`src/inc/ttle_pkg.sv`:
```
// Constants and types for the type-test, trap and load execution block
package ttle_pkg;
  localparam int WORD_W = 40;
  localparam logic [2:0] FMT_REGREG = 3'h6;
  localparam logic [2:0] FMT_SHIMM = 3'h7;
  localparam logic [2:0] FMT_LGIMM = 3'h5;
  localparam logic [6:0] OPC_TRAP = 7'h39;
  localparam logic [6:0] OPC_BR_NEXT_TYPE = 7'h3c;
  localparam logic [6:0] OPC_BR_TAKE_TYPE = 7'h34;
  localparam logic [6:0] OPC_TRAP_TYPE = 7'h38;
  localparam logic [6:0] OPC_LD_LO = 7'h08;
  localparam logic [6:0] OPC_LD_HI = 7'h17;
  localparam logic [6:0] OPC_LD_CAR_CDR = 7'h0c;
  localparam logic [6:0] OPC_LD_CDR = 7'h0d;
  localparam logic [6:0] OPC_LD_HEADER = 7'h0e;
  localparam logic [6:0] OPC_LD_STRUCT = 7'h0f;
  localparam int FMT_HI = 37;
  localparam int FMT_LO = 35;
  localparam int OPC_HI = 34;
  localparam int OPC_LO = 28;
  localparam int S2_HI = 21;
  localparam int S2_LO = 16;
  localparam int COND_HI = 15;
  localparam int COND_LO = 12;
  localparam int C_BIT = 15;
  localparam int H_BIT = 14;
  localparam int TAG_HI = 39;
  localparam int TAG_LO = 38;
  localparam int TYP_HI = 37;
  localparam int TYP_LO = 32;
  localparam logic [5:0] DTP_NIL = 6'h14;
  localparam logic [5:0] DTP_FIXNUM = 6'h08;
  localparam logic [5:0] DTP_LIST = 6'h11;
  localparam logic [5:0] DTP_ARRAY = 6'h1a;
  localparam logic [1:0] CDR_NIL = 2'h1;
  localparam logic [4:0] TRAP_HI_ONES = 5'h1f;
  localparam logic [5:0] ARRAY_HDR_DST = 6'h3e;
  localparam int LONG_PFX_BIT = 24;
  localparam int ALEN_W_DEF = 24;
  localparam logic [7:0] REG_VBASE = 8'h00;
  localparam logic [7:0] REG_WINBASE = 8'h04;
  localparam logic [7:0] REG_TAGS = 8'h08;
  localparam logic [7:0] REG_MADR_ADDR = 8'h0c;
  localparam logic [7:0] REG_MADR_TYPE = 8'h10;
  localparam logic [7:0] REG_ALEN = 8'h14;
  localparam logic [12:0] VBASE_RST = 13'h0000;
  localparam logic [1:0] RESP_OKAY = 2'h0;
  localparam logic [1:0] RESP_SLVERR = 2'h2;
  typedef struct packed {
    logic [39:0] instr;
    logic [39:0] ext;
    logic [39:0] src1;
    logic [39:0] src2;
    logic [31:0] pc;
  } ttle_issue_t;
  typedef enum logic [1:0] {ST_IDLE, ST_MEM1, ST_MEM2} ttle_state_t;
endpackage

```
`src/core/ttle_exec.sv`:
```
// Execution unit for conditional trap, type-test branch/trap and load side effects
`timescale 1ns/10ps
`default_nettype none
module ttle_exec
  import ttle_pkg::*;
#(
  parameter int ALEN_W = ALEN_W_DEF
) (
  input wire logic aclk,
  input wire logic aresetn,
  input wire logic clk_en,
  input wire logic issue_valid,
  input wire ttle_issue_t issue,
  output logic issue_ready,
  output logic done,
  output logic [31:0] next_pc,
  output logic redirect,
  output logic trap_taken,
  output logic wb_cancel,
  output logic ret_push,
  output logic [31:0] ret_pc,
  output logic [31:0] window_base_pointer,
  output logic load_trap,
  output logic mem_req_valid,
  output logic [31:0] mem_req_addr,
  input wire logic mem_rsp_valid,
  input wire logic [39:0] mem_rsp_data,
  output logic wb_valid,
  output logic [5:0] wb_dest,
  output logic [39:0] wb_data,
  input wire logic [7:0] s_axi_awaddr,
  input wire logic s_axi_awvalid,
  output logic s_axi_awready,
  input wire logic [31:0] s_axi_wdata,
  input wire logic [3:0] s_axi_wstrb,
  input wire logic s_axi_wvalid,
  output logic s_axi_wready,
  output logic [1:0] s_axi_bresp,
  output logic s_axi_bvalid,
  input wire logic s_axi_bready,
  input wire logic [7:0] s_axi_araddr,
  input wire logic s_axi_arvalid,
  output logic s_axi_arready,
  output logic [31:0] s_axi_rdata,
  output logic [1:0] s_axi_rresp,
  output logic s_axi_rvalid,
  input wire logic s_axi_rready
);
  if (ALEN_W < 1 || ALEN_W > 32) begin : g_chk
    $error("ALEN_W must lie in 1..32");
  end

  function automatic logic cond_true(input logic [2:0] c, input logic [31:0] a,
                                     input logic [31:0] b);
    case (c)
      3'h0: cond_true = (a == b);
      3'h1: cond_true = (a != b);
      3'h2: cond_true = ($signed(a) < $signed(b));
      3'h3: cond_true = ($signed(a) >= $signed(b));
      3'h4: cond_true = ($signed(a) > $signed(b));
      3'h5: cond_true = ($signed(a) <= $signed(b));
      3'h6: cond_true = 1'b1;
      default: cond_true = 1'b0;
    endcase
  endfunction

  function automatic logic [31:0] merge(input logic [31:0] old, input logic [31:0] nw,
                                        input logic [3:0] strb);
    logic [31:0] r;
    r = old;
    for (int i = 0; i < 4; i++) begin
      if (strb[i]) begin
        r[8*i +: 8] = nw[8*i +: 8];
      end
    end
    merge = r;
  endfunction

  ttle_state_t state_q;
  logic issue_ready_q, done_q, redirect_q, trap_q, wb_cancel_q, ret_push_q, load_trap_q;
  logic [31:0] next_pc_q, ret_pc_q, winbase_q, mem_addr_q;
  logic mem_req_q, wb_valid_q;
  logic [5:0] wb_dest_q;
  logic [39:0] wb_data_q;
  logic [12:0] vbase_q;
  logic [1:0] list_tag_q;
  logic [5:0] type_cap_q;
  logic [37:0] madr_q;
  logic [ALEN_W-1:0] alen_q;
  logic ld_nil_q, ld_hdr_q;

  // Decode
  logic take;
  logic [2:0] fmt;
  logic [6:0] opc;
  logic regreg, shimm, lgimm;
  logic is_trap, is_bn, is_bt, is_tt, is_load, is_list4;
  logic [5:0] t1;
  logic [39:0] opb;
  logic [3:0] cond;
  logic cmp, tclass_bad, ctrap;
  logic [63:0] onehot;
  logic [31:0] half;
  logic tres, ttrue, ttrap, tbranch, trap_now;
  logic [31:0] seq_pc, trap_pc, br_pc, ld_addr, imm12;
  logic ld_bad, ld_sel_bad;
  logic [5:0] ld_dest;
  assign take = issue_valid & issue_ready_q & clk_en;
  assign fmt = issue.instr[FMT_HI:FMT_LO];
  assign opc = issue.instr[OPC_HI:OPC_LO];
  assign regreg = (fmt == FMT_REGREG);
  assign shimm = (fmt == FMT_SHIMM);
  assign lgimm = (fmt == FMT_LGIMM);
  assign is_trap = (opc == OPC_TRAP);
  assign is_bn = (opc == OPC_BR_NEXT_TYPE);
  assign is_bt = (opc == OPC_BR_TAKE_TYPE);
  assign is_tt = (opc == OPC_TRAP_TYPE);
  assign is_load = (opc >= OPC_LD_LO) && (opc <= OPC_LD_HI);
  assign is_list4 = (opc == OPC_LD_CAR_CDR) || (opc == OPC_LD_CDR) ||
                    (opc == OPC_LD_HEADER) || (opc == OPC_LD_STRUCT);
  assign t1 = issue.src1[TYP_HI:TYP_LO];
  assign cond = issue.instr[COND_HI:COND_LO];
  // Short immediate is a sign-extended fixnum
  assign opb = regreg ? issue.src2 :
               shimm ? {2'h0, DTP_FIXNUM, {26{issue.instr[S2_HI]}}, issue.instr[S2_HI:S2_LO]} :
               issue.ext;
  assign cmp = cond_true(cond[2:0], issue.src1[31:0], opb[31:0]);
  assign tclass_bad = (t1 != opb[TYP_HI:TYP_LO]) || (cond[3] && t1 != DTP_FIXNUM);
  assign ctrap = is_trap & (cmp | tclass_bad);
  assign onehot = 64'h1 << t1;
  assign half = issue.instr[H_BIT] ? onehot[63:32] : onehot[31:0];
  assign tres = |(half & opb[31:0]);
  // Type tests have no short-immediate form; such an encoding never branches
  assign ttrue = (regreg | lgimm) & (issue.instr[C_BIT] ? tres : ~tres);
  assign ttrap = is_tt & ttrue;
  assign tbranch = (is_bn | is_bt) & ttrue;
  assign trap_now = ctrap | ttrap;
  assign seq_pc = issue.pc + (lgimm ? 32'h2 : 32'h1);
  assign trap_pc = {TRAP_HI_ONES, vbase_q, 2'h0, issue.instr[11:0]};
  assign br_pc = {issue.pc[31:12], issue.instr[11:0]};
  assign imm12 = {{20{issue.instr[11]}}, issue.instr[11:0]};
  assign ld_addr = issue.src1[31:0] + (regreg ? issue.src2[31:0] : shimm ? imm12 : issue.ext[31:0]);
  assign ld_dest = shimm ? issue.instr[S2_HI:S2_LO] : issue.instr[5:0];
  always_comb begin
    case (cond)
      4'h1: ld_sel_bad = (t1 != DTP_FIXNUM);
      4'h2: ld_sel_bad = (t1 != DTP_LIST) && (t1 != DTP_NIL);
      4'h3: ld_sel_bad = (t1 != DTP_ARRAY);
      default: ld_sel_bad = 1'b0;
    endcase
  end
  assign ld_bad = ld_sel_bad | (regreg & (issue.src2[TYP_HI:TYP_LO] != DTP_FIXNUM));

  // Sequencer
  always_ff @(posedge aclk) begin
    if (!aresetn) begin
      state_q <= ST_IDLE;
      issue_ready_q <= 1'b0;
    end else if (clk_en) begin
      case (state_q)
        ST_IDLE: begin
          issue_ready_q <= 1'b1;
          if (take && is_load && !ld_bad) begin
            state_q <= ST_MEM1;
            issue_ready_q <= 1'b0;
          end
        end
        ST_MEM1: begin
          if (mem_rsp_valid) begin
            if (ld_hdr_q && mem_rsp_data[LONG_PFX_BIT]) begin
              state_q <= ST_MEM2;
            end else begin
              state_q <= ST_IDLE;
              issue_ready_q <= 1'b1;
            end
          end
        end
        ST_MEM2: begin
          if (mem_rsp_valid) begin
            state_q <= ST_IDLE;
            issue_ready_q <= 1'b1;
          end
        end
        default: state_q <= ST_IDLE;
      endcase
    end
  end

  logic ld_end;
  assign ld_end = mem_rsp_valid && ((state_q == ST_MEM2) ||
                  (state_q == ST_MEM1 && !(ld_hdr_q && mem_rsp_data[LONG_PFX_BIT])));

  // Completion and control transfer
  always_ff @(posedge aclk) begin
    if (!aresetn) begin
      done_q <= 1'b0;
      redirect_q <= 1'b0;
      trap_q <= 1'b0;
      wb_cancel_q <= 1'b0;
      ret_push_q <= 1'b0;
      load_trap_q <= 1'b0;
      next_pc_q <= 32'h0;
      ret_pc_q <= 32'h0;
    end else if (clk_en) begin
      done_q <= (take && !(is_load && !ld_bad)) || ld_end;
      redirect_q <= take && (trap_now || tbranch);
      trap_q <= take && trap_now;
      wb_cancel_q <= take && trap_now;
      ret_push_q <= take && trap_now;
      load_trap_q <= take && is_load && ld_bad;
      if (take) begin
        next_pc_q <= trap_now ? trap_pc : tbranch ? br_pc : seq_pc;
        ret_pc_q <= seq_pc;
      end
    end
  end

  // Memory request and load side effects
  always_ff @(posedge aclk) begin
    if (!aresetn) begin
      mem_req_q <= 1'b0;
      mem_addr_q <= 32'h0;
      ld_nil_q <= 1'b0;
      ld_hdr_q <= 1'b0;
      madr_q <= 38'h0;
      wb_dest_q <= 6'h0;
    end else if (clk_en) begin
      if (take && is_load && !ld_bad) begin
        mem_req_q <= 1'b1;
        mem_addr_q <= ld_addr;
        ld_nil_q <= is_list4 && (t1 == DTP_NIL);
        ld_hdr_q <= (ld_dest == ARRAY_HDR_DST);
        wb_dest_q <= ld_dest;
        if (is_list4) begin
          madr_q <= (t1 == DTP_NIL) ? {DTP_NIL, 32'h0} : {t1, ld_addr};
        end
      end else if (state_q == ST_MEM1 && mem_rsp_valid && ld_hdr_q &&
                   mem_rsp_data[LONG_PFX_BIT]) begin
        mem_addr_q <= mem_addr_q + 32'h1;
      end else if (ld_end) begin
        mem_req_q <= 1'b0;
      end
    end
  end

  always_ff @(posedge aclk) begin
    if (!aresetn) begin
      wb_valid_q <= 1'b0;
      wb_data_q <= 40'h0;
      list_tag_q <= 2'h0;
      type_cap_q <= 6'h0;
      alen_q <= '0;
    end else if (clk_en) begin
      wb_valid_q <= 1'b0;
      if (state_q == ST_MEM1 && mem_rsp_valid) begin
        wb_valid_q <= 1'b1;
        wb_data_q <= mem_rsp_data;
        list_tag_q <= ld_nil_q ? CDR_NIL : mem_rsp_data[TAG_HI:TAG_LO];
        type_cap_q <= ld_nil_q ? DTP_NIL : mem_rsp_data[TYP_HI:TYP_LO];
        if (ld_hdr_q && !mem_rsp_data[LONG_PFX_BIT]) begin
          alen_q <= mem_rsp_data[ALEN_W-1:0];
        end
      end else if (state_q == ST_MEM2 && mem_rsp_valid) begin
        alen_q <= mem_rsp_data[ALEN_W-1:0];
      end
    end
  end

  // Register slave
  logic aw_hold_q, w_hold_q, awready_q, wready_q, bvalid_q, arready_q, rvalid_q;
  logic [7:0] aw_addr_q;
  logic [31:0] w_data_q, rdata_q;
  logic [3:0] w_strb_q;
  logic [1:0] bresp_q, rresp_q;
  logic commit;
  assign commit = aw_hold_q && w_hold_q && !bvalid_q;
  always_ff @(posedge aclk) begin
    if (!aresetn) begin
      aw_hold_q <= 1'b0;
      w_hold_q <= 1'b0;
      awready_q <= 1'b0;
      wready_q <= 1'b0;
      bvalid_q <= 1'b0;
      bresp_q <= RESP_OKAY;
      aw_addr_q <= 8'h0;
      w_data_q <= 32'h0;
      w_strb_q <= 4'h0;
    end else if (clk_en) begin
      awready_q <= !aw_hold_q && !bvalid_q && !(s_axi_awvalid && awready_q);
      wready_q <= !w_hold_q && !bvalid_q && !(s_axi_wvalid && wready_q);
      if (s_axi_awvalid && awready_q) begin
        aw_hold_q <= 1'b1;
        aw_addr_q <= s_axi_awaddr;
      end
      if (s_axi_wvalid && wready_q) begin
        w_hold_q <= 1'b1;
        w_data_q <= s_axi_wdata;
        w_strb_q <= s_axi_wstrb;
      end
      if (commit) begin
        aw_hold_q <= 1'b0;
        w_hold_q <= 1'b0;
        bvalid_q <= 1'b1;
        bresp_q <= (aw_addr_q == REG_VBASE || aw_addr_q == REG_WINBASE) ? RESP_OKAY : RESP_SLVERR;
      end else if (bvalid_q && s_axi_bready) begin
        bvalid_q <= 1'b0;
      end
    end
  end

  logic [31:0] vbase_word;
  assign vbase_word = merge({19'h0, vbase_q}, w_data_q, w_strb_q);
  always_ff @(posedge aclk) begin
    if (!aresetn) begin
      vbase_q <= VBASE_RST;
      winbase_q <= 32'h0;
    end else if (clk_en) begin
      if (commit && aw_addr_q == REG_VBASE) begin
        vbase_q <= vbase_word[12:0];
      end
      // A trap increment wins over a software write in the same cycle
      if (take && trap_now) begin
        winbase_q <= winbase_q + 32'h1;
      end else if (commit && aw_addr_q == REG_WINBASE) begin
        winbase_q <= merge(winbase_q, w_data_q, w_strb_q);
      end
    end
  end

  always_ff @(posedge aclk) begin
    if (!aresetn) begin
      arready_q <= 1'b0;
      rvalid_q <= 1'b0;
      rdata_q <= 32'h0;
      rresp_q <= RESP_OKAY;
    end else if (clk_en) begin
      arready_q <= !rvalid_q && !(s_axi_arvalid && arready_q);
      if (s_axi_arvalid && arready_q) begin
        rvalid_q <= 1'b1;
        rresp_q <= RESP_OKAY;
        case (s_axi_araddr)
          REG_VBASE: rdata_q <= {19'h0, vbase_q};
          REG_WINBASE: rdata_q <= winbase_q;
          REG_TAGS: rdata_q <= {24'h0, list_tag_q, type_cap_q};
          REG_MADR_ADDR: rdata_q <= madr_q[31:0];
          REG_MADR_TYPE: rdata_q <= {26'h0, madr_q[37:32]};
          REG_ALEN: rdata_q <= 32'(alen_q);
          default: begin
            rdata_q <= 32'h0;
            rresp_q <= RESP_SLVERR;
          end
        endcase
      end else if (rvalid_q && s_axi_rready) begin
        rvalid_q <= 1'b0;
      end
    end
  end

  assign issue_ready = issue_ready_q;
  assign done = done_q;
  assign next_pc = next_pc_q;
  assign redirect = redirect_q;
  assign trap_taken = trap_q;
  assign wb_cancel = wb_cancel_q;
  assign ret_push = ret_push_q;
  assign ret_pc = ret_pc_q;
  assign window_base_pointer = winbase_q;
  assign load_trap = load_trap_q;
  assign mem_req_valid = mem_req_q;
  assign mem_req_addr = mem_addr_q;
  assign wb_valid = wb_valid_q;
  assign wb_dest = wb_dest_q;
  assign wb_data = wb_data_q;
  assign s_axi_awready = awready_q;
  assign s_axi_wready = wready_q;
  assign s_axi_bresp = bresp_q;
  assign s_axi_bvalid = bvalid_q;
  assign s_axi_arready = arready_q;
  assign s_axi_rdata = rdata_q;
  assign s_axi_rresp = rresp_q;
  assign s_axi_rvalid = rvalid_q;

  // Checks
  logic [39:0] rsp_tags;
  assign rsp_tags = {32'h0, mem_rsp_data[TAG_HI:TYP_LO]};
endmodule
`default_nettype wire

```
`config.mk`:
```
export PLATFORM = sky130hd
export DESIGN_NAME = ttle_exec
export DESIGN_NICKNAME = d
export VERILOG_FILES = /design/src/inc/ttle_pkg.sv /design/src/core/ttle_exec.sv
export SDC_FILE = /design/constraint.sdc
export NUM_CORES = 1
export LEC_CHECK = 0
export ABC_AREA = 0
export BUFFER_PORTS_ARGS = -buffer_cell sky130_fd_sc_hd__buf_2
export CAP_MARGIN = 30
export CORE_MARGIN = 1.5
export CORE_UTILIZATION = 49
export CTS_CLUSTER_DIAMETER = 150
export DETAILED_ROUTE_END_ITERATION = 12
export GPL_TIMING_DRIVEN = 0
export MAX_ROUTING_LAYER = met4
export PLACE_DENSITY = 0.75
export SLEW_MARGIN = 15
export SYNTH_ARGS = -nofsm -noshare
export SYNTH_HDL_FRONTEND = slang
export SYNTH_SLANG_ARGS = --single-unit
```
`constraint.sdc`:
```
create_clock -name aclk -period 5 [get_ports aclk]
set_clock_uncertainty 0.05 [all_clocks]
set_input_delay 1 -clock aclk [delete_from_list [all_inputs] [get_ports aclk]]
set_output_delay 1 -clock aclk [all_outputs]
set_load 0.05 [all_outputs]
```
==> results_dict.tcl <==
set metrics [dict create \
    wl_per_cell_um 25.8 \
    area_delta_synth_final_pct 29.2 \
    vias 23400 \
    grt_max_degree 20 \
    slew_headroom 0.344 \
    ant_nets 0 \
    post_dp_cell_area_mm2 0.0230 \
    drv_cap 0 \
    end_kind "register" \
    r2r-start "issue_ready" \
    die_w_um 204 \
    tightest_slew_ns 0.984 \
    drtIter0Drc 2845 \
    async_flop_share 0 \
    wl_mm 95.3 \
    cp_num_buf_inv 8 \
    holdWs_ns 0.403 \
    avgViaCountPerCell 6.33 \
    crit_chain "buf_8 > and2_4 > buf_8 > buf_12 > a31oi_4 > inv_2 > ha_4 > nand4_1 > or4_4 > or4_4 > buf_6 > o311a_1 > a22oi_2 > mux2i_1 > o22ai_4 > a31o_4 > buf_12 > nor2_4 > buf_8 > buf_6 > o31ai_4 > a21oi_1" \
    synth_top_area_share 0.357 \
    finalCritPeriodShare 0.994 \
    h-tree-depth 2 \
    track_usage 0.448 \
    slowest_delay_ns 0.56 \
    stdcell_count 3698 \
    clockBufferDepth 3 \
    io_buffer_count 497 \
    r2r_setup_slack_ns 1.29 \
    crit_path_start_kind "input pin" \
    r2r.worst_path.cells 9 \
    dieArea_mm2 0.0416 \
    slew_violations 0 \
    core_mm2 0.0398 \
    cp_common_cell "buf_8" \
    setup_viol 0 \
    slowest_stage "or4_4" \
    die_y_um 204 \
    syn_inst 2560 \
    critPathRequiredTime_ns 5.42 \
    hpwl_mm 75.4 \
    yosysTopAreaCell "dfxtp_1" \
    synth.distinct_cells 78 \
    io_pins 518 \
    finalHoldViolations 0 \
    r2r_end "madr_q[19]" \
    yosys_most_used_dff "dfxtp_1" \
    firstDrtPassIters 7 \
    initial_core_util 0.497 \
    holdBufCountCts 0 \
    syn_area_mm2 0.0198 \
    tns_ns 0 \
    gp_congestion 1.05 \
    remaining_drc_errors 0 \
    cpLargestDelayFamily "simple AND/OR/NAND/NOR gates" \
    ys_warn_count 0 \
    worstHoldPathType "reg2reg" \
    fin_area_mm2 0.0256 \
    p_per_area_mw_per_mm2 285 \
    synth_edf_count 0 \
    hold_depth 2 \
    rsz0062_at_grt "true" \
    fillers 3428 \
    cts_tree "done" \
    clk_latency_ns 0.58 \
    hp-start "type_cap_q[1]" \
    grt_pass1_wl_mm 136 \
    grt_antenna_before_repair 2 \
    vdd_drop_max_mv 0.239 \
    overflow 0 \
    crit_fanout 8 \
    layout_common_cells "buf_2, dfxtp_1, nand2_1" \
    numCtsBuffers 37 \
    clockRootBuffer "clkbuf_16" \
    synth-seq-cells 353 \
    synth.top_cells.by_area "dfxtp_1, a21oi_1, nand2_1, nor2_1, ha_1" \
    layout.cells.most_common "buf_2" \
    worstPathArrival_ns 5.38 \
    clkTransAtPathRegs_ns 0.06 \
    critPathKind "in2reg" \
    rows 73 \
    avgSynthCellArea_um2 7.73 \
    fin_util 0.642 \
    yosysSeqAreaShare 0.357 \
    cts.sink_count 353 \
    fin_crit_ns 4.97 \
    outcome "completed" \
    grt_pass1_vias 21800 \
    seqCellArea_mm2 0.00707 \
    drive_gt1_frac 0.236 \
    nets 3509 \
    multi_input_area_mm2 0.0124 \
    p_leak_nw 10.5 \
    hold_end "type_cap_q[1]" \
    place_inst 3586 \
    fmaxAchievable_mhz 201 \
]
[how the worst max path moves through the flow]
stage          startpoint                 endpoint  slack, ns  cells after the start
2_1_floorplan  issue[189]   window_base_pointer[9]       0.02                     18
3_3_place_gp   issue[188]               next_pc[4]      -1.83                     19
3_5_place_dp   issue[188]               next_pc[9]      -1.95                     19
4_1_cts        issue[187]              next_pc[12]     0.0002                     21
5_1_grt        issue[188]              next_pc[16]      -0.06                     22
6_report       issue[188]  window_base_pointer[28]       0.03                     22
[cell usage after synthesis (8+ instances only)]
library cell / number
a2111oi_0: 8
a221oi_1: 9
clkbuf_1: 133
nand3_1: 85
a22oi_1: 46
buf_2: 13
nor4_1: 16
and2_1: 16
o31ai_1: 10
and3_1: 51
a32oi_1: 8
nand2b_1: 45
a21oi_1: 294
o211ai_1: 19
or3_1: 15
xor2_1: 42
nand3b_1: 18
buf_1: 20
mux2i_1: 48
ha_1: 71
a31oi_1: 43
xnor2_1: 74
a211oi_1: 56
a311oi_1: 15
nand2_1: 339
o22ai_1: 13
dfxtp_1: 353
nor2b_1: 10
buf_4: 8
o21a_1: 8
or4_1: 9
inv_1: 48
nor3_1: 68
nor2_1: 293
nand4_1: 24
a21o_1: 43
a222oi_1: 16
mux2_2: 11
o21ai_0: 70
[metal layers]
metal	routed length [um]	GRT usage
met1	36600	0.550
met2	43100	0.698
met3	9470	0.0753
met4	6180	0.253
met5	0	-
[sequential cells by signal, summed over array words and instances (netlist names), 2 cells and up]
register and flops:
next_pc 32, w_data_q 32, s_axi_rdata 32, alen_q 24
list_tag_q 2, type_cap_q 6, wb_dest 6, madr_q 38
vbase_q 13, ret_pc 32, mem_req_addr 32, w_strb_q 4
window_base_pointer 32, aw_addr_q 8, state_q 2, wb_data 40
[what timing repair did]
action	4_1_cts	5_1_grt
buffers inserted	12	24
pin swaps	9	35
endpoints found under the setup margin	107	80
gates resized for setup	96	123
gates cloned	0	5
[stage by stage]
stage | setup slack [ns] | total power, mW
detailed placement | -1.95 | 4.15
global placement | -1.83 | 4.14
floorplan | 0.0201 | 3.64
global route | -0.0575 | 7.44
CTS | 0.000175 | 7.14
finish | 0.0316 | 7.28
[cell families after synthesis]
group | after synthesis | share of synthesized area
mux | 59 | 0.0305
xor+xnor | 116 | 0.0513
flops | 353 | 0.357
simple gates | 1016 | 0.236
other cells | 1 | 0.000189
fa+ha+maj | 73 | 0.0469
compound gates | 719 | 0.233
buf+inv | 223 | 0.0450
[worst reg2reg max path, cell delays in order, from the launching register on]
cell      delay (ns)
dfxtp_1         0.45
nand3_1         0.55
or2_2           0.54
or2_2           0.27
clkbuf_1        0.23
or3_1           0.45
nor2_1          0.42
clkbuf_1        0.43
a22oi_1         0.14
nor2_1          0.13
[power breakdown]
group | leakage, nW | total, mW | switching (mW) | internal, mW
sequential | 2.85 | 2.88 | 0.0300 | 2.85
combinational | 7.04 | 1.39 | 0.920 | 0.468
clock | 0.652 | 3.01 | 1.21 | 1.80
total | 10.5 | 7.28 | 2.16 | 5.12
[layout make-up]
class	count	share of cell area
antenna	3	0.000294
buffer	174	0.0377
clock buffer	51	0.0414
clock inverter	16	0.00989
inverter	48	0.00719
multi-input combinational	1986	0.486
sequential	353	0.276
tap	525	0.0257
timing repair buffer	542	0.116
No activity file was read; power rests on OpenSTA's default activity.
